==> config.mk <==
export PLATFORM = sky130hd
export DESIGN_NAME = mbwmr_top
export DESIGN_NICKNAME = d
export VERILOG_FILES = /design/src/design/mbwmr_pkg.sv /design/src/design/mbwmr_fifo.sv /design/src/design/mbwmr_top.sv
export SDC_FILE = /design/constraint.sdc
export NUM_CORES = 2
export LEC_CHECK = 0
export BUFFER_PORTS_ARGS = -buffer_cell sky130_fd_sc_hd__clkbuf_2
export CORE_AREA = 2 2 324 246
export CTS_BUF_LIST = sky130_fd_sc_hd__clkbuf_8 sky130_fd_sc_hd__clkbuf_16
export CTS_CLUSTER_DIAMETER = 120
export CTS_CLUSTER_SIZE = 20
export DETAILED_ROUTE_END_ITERATION = 10
export DIE_AREA = 0 0 326 248
export PLACE_DENSITY_LB_ADDON = 0.15
export SLEW_MARGIN = 40
export SYNTH_ARGS = -nofsm -noshare
export SYNTH_HDL_FRONTEND = slang
export SYNTH_SLANG_ARGS = --single-unit
==> constraint.sdc <==
create_clock -name REF_CLK_I -period 4 [get_ports REF_CLK_I]
set_input_delay 0.2 -clock REF_CLK_I [delete_from_list [all_inputs] [get_ports REF_CLK_I]]
set_output_delay 0.2 -clock REF_CLK_I [all_outputs]
set_load 0.02 [all_outputs]
==> src/design/mbwmr_pkg.sv <==
package mbwmr_pkg;
  localparam logic [7:0]  FUNC_WRITE_MULTI = 8'h10;
  localparam logic [7:0]  UNIT_ID_ZERO     = 8'h00;
  localparam logic [7:0]  UNIT_ID_ALL      = 8'hFF;
  localparam logic [15:0] PROTO_ID_MODBUS  = 16'h0000;
  localparam logic [15:0] RESP_LENGTH      = 16'h0006;
  localparam logic [15:0] QTY_MAX          = 16'h007D;
  localparam logic [7:0]  BYTE_COUNT_MIN   = 8'h02;
  localparam logic [7:0]  BYTE_COUNT_MAX   = 8'hFA;
  localparam logic [15:0] LEN_FIXED_PART   = 16'h0007;
  localparam logic [3:0]  HDR_BYTES        = 4'hD;
  localparam logic [3:0]  RESP_BYTES       = 4'hC;
  localparam int          FIFO_DEPTH       = 32;
  localparam int          FIFO_WIDTH       = 32;
  typedef enum logic [2:0] {ST_HDR, ST_DATA, ST_DRAIN, ST_RESP, ST_SKIP} mbwmr_state_e;
endpackage

==> src/design/mbwmr_fifo.sv <==
`timescale 1ns/1ps
module mbwmr_fifo #(
  parameter int WIDTH = 24,
  parameter int DEPTH = 32
) (
  input  wire logic             clk_i,
  input  wire logic             rst_n_i,
  input  wire logic             in_valid_i,
  output logic                  in_ready_o,
  input  wire logic [WIDTH-1:0] in_data_i,
  output logic                  out_valid_o,
  input  wire logic             out_ready_i,
  output logic      [WIDTH-1:0] out_data_o
);
  localparam int AW = $clog2(DEPTH);
  logic [WIDTH-1:0] mem_q [DEPTH];
  logic [AW-1:0]    wp_q, wp_d, rp_q, rp_d;
  logic [AW:0]      cnt_q, cnt_d;
  logic             push, pop;

  always_comb
  begin
    push = in_valid_i && (cnt_q != (AW+1)'(DEPTH));
    pop  = out_ready_i && (cnt_q != '0);
    wp_d = push ? wp_q + AW'(1) : wp_q;
    rp_d = pop ? rp_q + AW'(1) : rp_q;
    cnt_d = cnt_q + (AW+1)'(push) - (AW+1)'(pop);
  end

  always_ff @(posedge clk_i)
  begin
    if (!rst_n_i)
    begin
      wp_q  <= '0;
      rp_q  <= '0;
      cnt_q <= '0;
    end
    else
    begin
      wp_q  <= wp_d;
      rp_q  <= rp_d;
      cnt_q <= cnt_d;
    end
    if (push)
      mem_q[wp_q] <= in_data_i;
  end

  assign in_ready_o  = cnt_q != (AW+1)'(DEPTH);
  assign out_valid_o = cnt_q != '0;
  assign out_data_o  = mem_q[rp_q];
endmodule // mbwmr_fifo

==> src/design/mbwmr_top.sv <==
// Notes on behaviour
// - Function 0x10 writes consecutive registers, one word each.
// - Transaction tag copied unchanged into response.
// - Nonzero protocol id: no response; reply uses zero.
// - Length counts unit id through last data byte.
// - Start address is register number minus 40001.
// - Data holds exactly quantity words.
// - Words high byte first, ascending addresses.
// - Response echoes header with length set to 6, function, start, quantity.
`timescale 1ns/1ps
module mbwmr_top
  import mbwmr_pkg::*;
(
  input  wire logic        REF_CLK_I,
  input  wire logic        RST_N_I,
  input  wire logic        RX_VALID_I,
  input  wire logic [7:0]  RX_DATA_I,
  input  wire logic        RX_LAST_I,
  output logic             RX_READY_O,
  output logic             TX_VALID_O,
  output logic [7:0]       TX_DATA_O,
  output logic             TX_LAST_O,
  input  wire logic        TX_READY_I,
  output logic             REG_WE_O,
  output logic [15:0]      REG_ADDR_O,
  output logic [15:0]      REG_DATA_O,
  input  wire logic        REG_READY_I,
  output logic             QUERY_DROP_O
);
  mbwmr_state_e     st_q, st_d;
  logic [7:0]       hdr_q [HDR_BYTES], hdr_d [HDR_BYTES];
  logic [3:0]       idx_q, idx_d;
  logic [7:0]       cnt_q, cnt_d;
  logic [7:0]       hi_q, hi_d;
  logic [15:0]      wa_q, wa_d;
  logic             drop_q, drop_d;
  logic             tv_q, tv_d, tl_q, tl_d;
  logic [7:0]       td_q, td_d;
  logic             f_in_valid, f_in_ready, f_out_valid;
  logic [31:0]      f_in_data, f_out_data;
  logic             rx_take, hdr_ok;
  logic [15:0]      proto, len, qty;
  logic [7:0]       bcnt;
  logic             we_q, we_d;
  logic [15:0]      ra_q, ra_d, rd_q, rd_d;

  mbwmr_fifo #(.WIDTH(FIFO_WIDTH), .DEPTH(FIFO_DEPTH)) u_fifo (
    .clk_i       (REF_CLK_I),
    .rst_n_i     (RST_N_I),
    .in_valid_i  (f_in_valid),
    .in_ready_o  (f_in_ready),
    .in_data_i   (f_in_data),
    .out_valid_o (f_out_valid),
    .out_ready_i (!we_q || REG_READY_I),
    .out_data_o  (f_out_data)
  );

  always_comb
  begin
    proto = {hdr_q[2], hdr_q[3]};
    len   = {hdr_q[4], hdr_q[5]};
    qty   = {hdr_q[10], hdr_q[11]};
    bcnt  = hdr_q[12];
    // Checks run on the completed header before any data is taken.
    hdr_ok = (proto == PROTO_ID_MODBUS)
          && (hdr_q[6] == UNIT_ID_ZERO || hdr_q[6] == UNIT_ID_ALL)
          && (hdr_q[7] == FUNC_WRITE_MULTI)
          && (qty != 16'h0000) && (qty <= QTY_MAX)
          && (bcnt >= BYTE_COUNT_MIN) && (bcnt <= BYTE_COUNT_MAX)
          && ({qty[7:0], 1'b0} == bcnt) && (qty[15:7] == '0)
          && (len == LEN_FIXED_PART + {8'h00, bcnt});
  end

  always_comb
  begin
    st_d = st_q;
    hdr_d = hdr_q;
    idx_d = idx_q;
    cnt_d = cnt_q;
    hi_d = hi_q;
    wa_d = wa_q;
    drop_d = 1'b0;
    tv_d = tv_q;
    td_d = td_q;
    tl_d = tl_q;
    f_in_valid = 1'b0;
    f_in_data = {wa_q, hi_q, 8'h00};
    RX_READY_O = 1'b0;
    rx_take = 1'b0;
    case (st_q)
      ST_HDR:
      begin
        // The checking cycle after the thirteenth byte takes no data byte.
        RX_READY_O = idx_q != HDR_BYTES;
        rx_take = RX_VALID_I && RX_READY_O;
        if (rx_take && idx_q != HDR_BYTES)
        begin
          hdr_d[idx_q] = RX_DATA_I;
          idx_d = idx_q + 4'h1;
          if (RX_LAST_I)
          begin
            idx_d = '0;
            drop_d = 1'b1;
          end
        end
        else if (idx_q == HDR_BYTES)
        begin
          idx_d = '0;
          cnt_d = '0;
          wa_d = {hdr_q[8], hdr_q[9]};
          if (hdr_ok)
            st_d = ST_DATA;
          else
          begin
            st_d = ST_SKIP;
            drop_d = 1'b1;
          end
        end
      end
      ST_DATA:
      begin
        // Data bytes are counted; the odd byte joins its high byte.
        RX_READY_O = cnt_q[0] ? f_in_ready : 1'b1;
        rx_take = RX_VALID_I && RX_READY_O;
        if (rx_take)
        begin
          cnt_d = cnt_q + 8'h01;
          if (!cnt_q[0])
            hi_d = RX_DATA_I;
          else
          begin
            f_in_valid = 1'b1;
            f_in_data = {wa_q, hi_q, RX_DATA_I};
            wa_d = wa_q + 16'h0001;
          end
          if (cnt_d == hdr_q[12] && RX_LAST_I)
            st_d = ST_DRAIN;
          else if (RX_LAST_I || cnt_d == hdr_q[12])
          begin
            st_d = RX_LAST_I ? ST_HDR : ST_SKIP;
            drop_d = 1'b1;
          end
        end
      end
      ST_DRAIN:
        if (!f_out_valid && !we_q)
        begin
          st_d = ST_RESP;
          idx_d = '0;
        end
      ST_RESP:
        if (!tv_q || TX_READY_I)
        begin
          if (idx_q == RESP_BYTES)
          begin
            tv_d = 1'b0;
            tl_d = 1'b0;
            idx_d = '0;
            st_d = ST_HDR;
          end
          else
          begin
            tv_d = 1'b1;
            tl_d = idx_q == RESP_BYTES - 4'h1;
            idx_d = idx_q + 4'h1;
            case (idx_q)
              4'h2, 4'h3: td_d = 8'h00;
              4'h4: td_d = RESP_LENGTH[15:8];
              4'h5: td_d = RESP_LENGTH[7:0];
              default: td_d = hdr_q[idx_q];
            endcase
          end
        end
      ST_SKIP:
      begin
        RX_READY_O = 1'b1;
        rx_take = RX_VALID_I;
        if (rx_take && RX_LAST_I)
          st_d = ST_HDR;
      end
      default: st_d = ST_HDR;
    endcase
  end

  // One stored word reaches the register port per accepted handshake.
  always_comb
  begin
    we_d = we_q;
    ra_d = ra_q;
    rd_d = rd_q;
    if (!we_q || REG_READY_I)
    begin
      we_d = f_out_valid;
      ra_d = f_out_data[31:16];
      rd_d = f_out_data[15:0];
    end
  end

  always_ff @(posedge REF_CLK_I)
  begin
    if (!RST_N_I)
    begin
      st_q <= ST_HDR;
      for (int i = 0; i < HDR_BYTES; i++)
        hdr_q[i] <= 8'h00;
      idx_q <= '0;
      cnt_q <= '0;
      hi_q <= '0;
      wa_q <= '0;
      drop_q <= 1'b0;
      tv_q <= 1'b0;
      td_q <= '0;
      tl_q <= 1'b0;
      we_q <= 1'b0;
      ra_q <= '0;
      rd_q <= '0;
    end
    else
    begin
      st_q <= st_d;
      hdr_q <= hdr_d;
      idx_q <= idx_d;
      cnt_q <= cnt_d;
      hi_q <= hi_d;
      wa_q <= wa_d;
      drop_q <= drop_d;
      tv_q <= tv_d;
      td_q <= td_d;
      tl_q <= tl_d;
      we_q <= we_d;
      ra_q <= ra_d;
      rd_q <= rd_d;
    end
  end

  assign TX_VALID_O = tv_q;
  assign TX_DATA_O = td_q;
  assign TX_LAST_O = tl_q;
  assign REG_WE_O = we_q;
  assign REG_ADDR_O = ra_q;
  assign REG_DATA_O = rd_q;
  assign QUERY_DROP_O = drop_q;
endmodule // mbwmr_top

# After elaboration in Yosys (flattened, before gate mapping)
# Memories as Yosys holds them, arrays and structs flattened. A register that Yosys moved wholly into a read port is not among the register bits.
# Index checks and enable logic that the tools add are counted.
classes:
  addsub: 8
  multipliers: 0
  div: 0
  magnitude_cmp: 5
  eq_ne: 28
  n_shift: 0
  n_mux: 55
  bitwise_logic: 3
  reduce_logical: 43
op_table:
  columns: ["op", "n"]
  rows:
  - ["bitwise mux 104 bit", 1]
  - ["two-way mux 8 bit", 9]
  - ["two-way mux 16 bit", 4]
  - ["two-way mux 3 bit", 11]
  - ["binary-select mux 8 bit (select 4 bit)", 1]
  - ["demux 8 bit (select 4 bit)", 1]
  - ["case mux 16 bit (2 select lines)", 1]
  - ["case mux 8 bit (2 select lines)", 2]
  - ["two-way mux 4 bit", 6]
  - ["logical AND 1 bit", 18]
  - ["adder 16 x 1 -> 16 bit (second input constant)", 1]
  - ["equality test 16 x 9 -> 1 bit", 1]
  - ["<= comparator 16 x 7 -> 1 bit (second input constant)", 1]
  - ["zero test 16 bit", 1]
  - ["inequality test 2 bit (second input constant)", 8]
  - ["nonzero test 16 bit", 1]
  - ["two-way mux 1 bit", 15]
  - ["case mux 3 bit (5 select lines)", 1]
  - ["equality test 4 bit (second input constant)", 3]
  - ["case mux 4 bit (3 select lines)", 1]
  - ["adder 5 x 1 -> 5 bit (second input constant)", 2]
  - ["adder 3 x 8 -> 9 bit (first input constant)", 1]
  - ["equality test 9 x 8 -> 1 bit", 1]
  - ["zero test 9 bit", 1]
  - ["36 further kinds", 50]
word_totals:
  regBits: 171
  latch_bits: 0
  ramBits: 1024
  mem_bits_ro: 0
  output_inout_bits: 45
  wordCells: 169
  mem_count: 1
memory_table:
  columns: ["memory", "words", "word_bits", "read_ports", "rd_clocked_by_memory_dff", "wr", "line_no", "text"]
  rows:
  - ["u_fifo.mem_q", 32, 32, 1, 1, 1, "mbwmr_fifo.sv:16", "logic [WIDTH-1:0] mem_q [DEPTH];"]

# Logic depth before layout (Yosys ltp)
depth:
  ltp_word: 15
  mapped_depth: 14

# Cells and area by module
# Synthesis repeated with hierarchy kept, for this count alone.
unflattened:
  cells_unflattened: 3163
  area_unflattened_um2: 49867.8
modules_own_cells:
  columns: ["module", "instances", "cells_each", "area_each_um2"]
  rows:
  - ["mbwmr_fifo", 1, 2041, 40317.4]
  - ["mbwmr_top", 1, 1122, 9550.4]

# Worst setup path before layout
# No wires, ideal clock.
synth_path:
  kind: "reg-to-reg"
  from: "register st_q[0]"
  to: "memory u_fifo.mem_q[28][0] (netlist name), enable pin"
  setup_ps: 421
  t_arrival_ps: 3201
  required_time_ps: 3579
  slack_ps: 378
  stages_incl_launch_ff: 6
  path_cell_list: "dfxtp_1 -> or3b_1 -> buf_2 -> a2111oi_4 -> nand2_1 -> nor2_1"
synth_between:
  elab_chain_len: 5
synth_rtl:
  columns: ["item", "line_no", "text"]
  rows:
  - ["start: declaration", "mbwmr_top.sv:30", "mbwmr_state_e st_q, st_d;"]
  - ["start signal: assignment", "mbwmr_top.sv:220", "st_q <= st_d;"]
  - ["equality test 3 x 1 -> 1 bit", "mbwmr_top.sv:90", "case (st_q)"]
  - ["two-way mux 1 bit", "mbwmr_top.sv:90", null]
  - ["logical AND 1 bit", "mbwmr_fifo.sv:23", "push = in_valid_i && (cnt_q != (AW+1)'(DEPTH));"]
  - ["two-way mux 1 bit", "mbwmr_fifo.sv:44", "if (push)"]
  - ["two-way mux 1 bit (implied by the code)", "mbwmr_fifo.sv:45", "mem_q[wp_q] <= in_data_i;"]
  - ["end: declaration", "mbwmr_fifo.sv:16", null]
# Every way passes these cells.

# Final worst setup path
layout_path:
  from: "register st_q[0]"
  to: "memory u_fifo.mem_q[3][16] (netlist name), enable pin"
# Same word-level chain as after synthesis.

==> reports/qor.log <==
[drt] remaining design rule violation count 0
[timing] actual slew at the worst max-slew pin 0.797 ns
[synthesis] predominant post-synthesis flop cell edfxtp_1
[clock_network] CTS clk-pin slew, worst paths 0.09 ns
[hold_path] end of the worst hold path hdr_q[15]
[timing] least setup slack across all paths after layout 0.587 ns
[critical_path] Critical Setup Path Class reg -> reg
[critical_path] endpoint arrival time on the critical path 3.76 ns
[synthesis] share of the yosys chip area belonging to registers 0.717
[layout] fill cell count 4886
[die] site row count 89
[timing] Max Freq 293 MHz
[clock_network] hold-fix buffer count after cts 3
[synthesis] cell types with the highest counts after synthesis edfxtp_1 (1024), mux4_2 (344), nand2_1 (231), dfxtp_1 (203), a21oi_1 (145)
[die] die boundary height 248 um
[job] max-capacitance violation count 0
[placement] placer congestion estimate 0.898
[status] run status finished clean
[drt] drt first-iter violations 3326
[hold_path] hold crit path type in -> reg
[drt] Total Routed Length 115000 um
[die] effective utilization at floorplan 0.624
[clock_network] Clock Latency Late Sink 0.65 ns
[synthesis] cell taking the most area after synthesis edfxtp_1
[timing] post-layout min period 3.41 ns
[clock_network] clock tree from TritonCTS yes
[global_route] vias in the first global route 26000
[critical_path] CP cell instances or3b_1 > a2111oi_4 > nand2_2 > nor2_4 > buf_12
[timing] count of endpoints failing setup in the final report 0
[layout] post-route cell area 0.0531 mm^2
[power_and_ir_drop] VDD IR-drop max 469 uV
[synthesis] Mapped Nets 2747
[hold_path] source of the worst hold timing path RX_DATA_I[7]
[critical_path] R2R Setup Slk 0.59 ns
[layout] area of the multi-input gates 0.0132 mm^2
[synthesis] most used standard cell by instance count after synthesis edfxtp_1
[layout] ratio of cells with drive above 1 in the final layout 0.235
[placement] Port-buffer cells 58
[clock_network] clock sink total 1227
[critical_path] Worst Reg-to-Reg Cells 5
[timing] headroom to the max-slew limit 0.469
[global_route] first-pass GRT wire length 169000 um
[synthesis] synthesized area per cell 17.9 um^2
[critical_path] data required time of the critical path 4.34 ns
[placement] cell area after placement 0.0509 mm^2
[timing] worst hold margin 0.125 ns
[power_and_ir_drop] total power of the final layout 26.0 mW
[synthesis] combined area of all synthesized cells 0.0485 mm^2
[synthesis] yosys warns 0
[timing] worst clock skew 0.0279 ns
[critical_path] crit-path max FO 20
[global_route] aggregate global-route resource usage 0.288
[synthesis] synthesis-stage register bit count 1227
[synthesis] gate count of the mapped netlist 2708
[clock_network] maximum buffer depth of the clock tree 3
[die] I/O Pins 59
[synthesis] area fraction of the dominant cell type after synthesis 0.633
[timing] number of max-slew violations in the final report 0
[timing] hold violation count in the final report 0
[global_route] number of antenna violations at the first check in global routing 2
[critical_path] Crit-path slowest cell a2111oi_4
[global_route] global route overflow 0
[drt] routed len/inst 29.4 um
[die] full die area 0.0808 mm^2
[power_and_ir_drop] Pwr Density 490 mW/mm^2
[hold_path] instance count along the most critical hold path 3
[placement] setup slack after placement 0.635 ns
[synthesis] number of flops mapped to enable cells by yosys 1024
[timing] sum of negative setup slack 0 ns
[power_and_ir_drop] static power due to leakage 18.0 nW
[critical_path] endpoint type of the worst setup path register
[synthesis] count of different cell masters after synthesis 59
[placement] placed wire-length estimate 68200 um
[critical_path] reg-to-reg critical path endpoint u_fifo.mem_q[3][16]
[synthesis] Async SR Flop Fraction 0
[drt] count of TritonRoute iterations in the first routing pass 5
[timing] period utilisation layout 0.853
[critical_path] kind of launch point of the worst setup path register
[layout] FF+latch area 0.0348 mm^2
[clock_network] setup bufs post-CTS 0
[clock_network] maximum level of the CTS H-tree 3
[global_route] pin count of the biggest net entering global routing 106
[clock_network] Resized Gates After CTS 0
[critical_path] FF-to-FF Start st_q[0]
[clock_network] master cell of the clock root buffer clkbuf_16
[die] core region area 0.0778 mm^2
[drt] routed via count divided by cell count 6.74
[layout] number of nets in the finished design 2837
[die] chip width 326 um
[clock_network] number of buffers created by CTS 71
[layout] area growth from synthesis to final layout 9.31%
[timing] unrepaired setup endpoints after global routing no
[drt] ANT nets after route 0
[critical_path] highest cell delay on the worst timing path 0.65 ns
[drt] number of vias in the routed layout 26300
[synthesis] ranking of synthesized cells by area edfxtp_1 (63%), mux4_2 (16%), dfxtp_1 (8.4%)
[through the flow]
stage               cells   util
floorplan            2708      -
global placement     3766  0.653
detailed placement   3766  0.653
CTS                  3894  0.681
global route         3896  0.682
finish               3899  0.682
[sequential cells by signal, indices dropped and copies added, names as in the netlist, 3 cells and up]
signal        flops
wa_q             16
hi_q              8
REG_ADDR_O       16
u_fifo.cnt_q      6
st_q              3
u_fifo.rp_q       5
cnt_q             8
u_fifo.wp_q       5
idx_q             4
REG_DATA_O       16
u_fifo.mem_q   1024
TX_DATA_O         8
hdr_q            96
bcnt              8
[logic make-up after synthesis]
group	Yosys count	share of synthesized area
xor+xnor	40	0.00722
flops	1227	0.717
mux	352	0.161
buf+inv	194	0.0159
simple gates	580	0.0549
fa+ha+maj	25	0.00660
compound gates	290	0.0371
[routing by layer]
layer / part of all wire / up-vias / routed length (um) / track usage
met1: 0.41 / 13700 / 47000 / 0.431
met3: 0.095 / 200 / 10900 / 0.0537
met4: 0.028 / 0 / 3210 / 0.0834
met2: 0.47 / 1406 / 53500 / 0.442
met5: 0 / - / 0 / 0
li1: - / 11000 / - / -
[power by group]
| group | switching, mW | internal, mW |
|---|---|---|
| Sequential | 0.254 | 13.8 |
| Combinational | 2.22 | 2.30 |
| Clock | 3.99 | 3.45 |
| Total | 6.47 | 19.5 |
[final cells by class]
type	count	share of cell area
sequential	1227	0.656
tap	1046	0.0247
antenna	3	0.000141
multi-input combinational	1287	0.249
timing repair buffer	183	0.0274
clock inverter	49	0.00403
clock buffer	76	0.0358
inverter	28	0.00203
[worst max path at each step]
| stage | start | end | cells past startpoint |
|---|---|---|---|
| 6_report | st_q[0] | u_fifo.mem_q[3][16] | 5 |
| 5_1_grt | u_fifo.cnt_q[2] | u_fifo.cnt_q[4] | 13 |
| 4_1_cts | u_fifo.cnt_q[2] | u_fifo.cnt_q[4] | 13 |
| 3_5_place_dp | u_fifo.cnt_q[2] | u_fifo.cnt_q[4] | 13 |
| 3_3_place_gp | u_fifo.cnt_q[2] | u_fifo.cnt_q[4] | 13 |
| 2_1_floorplan | st_q[0] | u_fifo.mem_q[28][0] | 5 |
[critical path, delay by kind of cell (launching register included)]
family	cells	cell delay (ns)
AO/OA/AOI/OAI	1	0.65
flip-flops	1	0.61
buffers and inverters	1	0.28
AND/OR/NAND/NOR	3	1.52
[cells in the final DEF (no fill, tap or decap), types with 17 or more instances in the layout]
cell / synthesis / final
nand2_1: 231 / 231
mux4_2: 344 / 344
buf_4: 1 / 104
inv_1: 27 / 72
clkbuf_16: 0 / 76
edfxtp_1: 1024 / 1024
ha_1: 24 / 24
nand3_1: 116 / 116
clkbuf_2: 0 / 58
buf_12: 0 / 17
dfxtp_1: 203 / 192
nor2_4: 0 / 32
nor4_1: 20 / 20
and2_1: 23 / 20
a21oi_1: 145 / 145
a22oi_1: 49 / 49
xnor2_1: 26 / 26
nor2_1: 108 / 76
o21ai_0: 27 / 27
No activity file was read; power rests on OpenSTA's default activity.
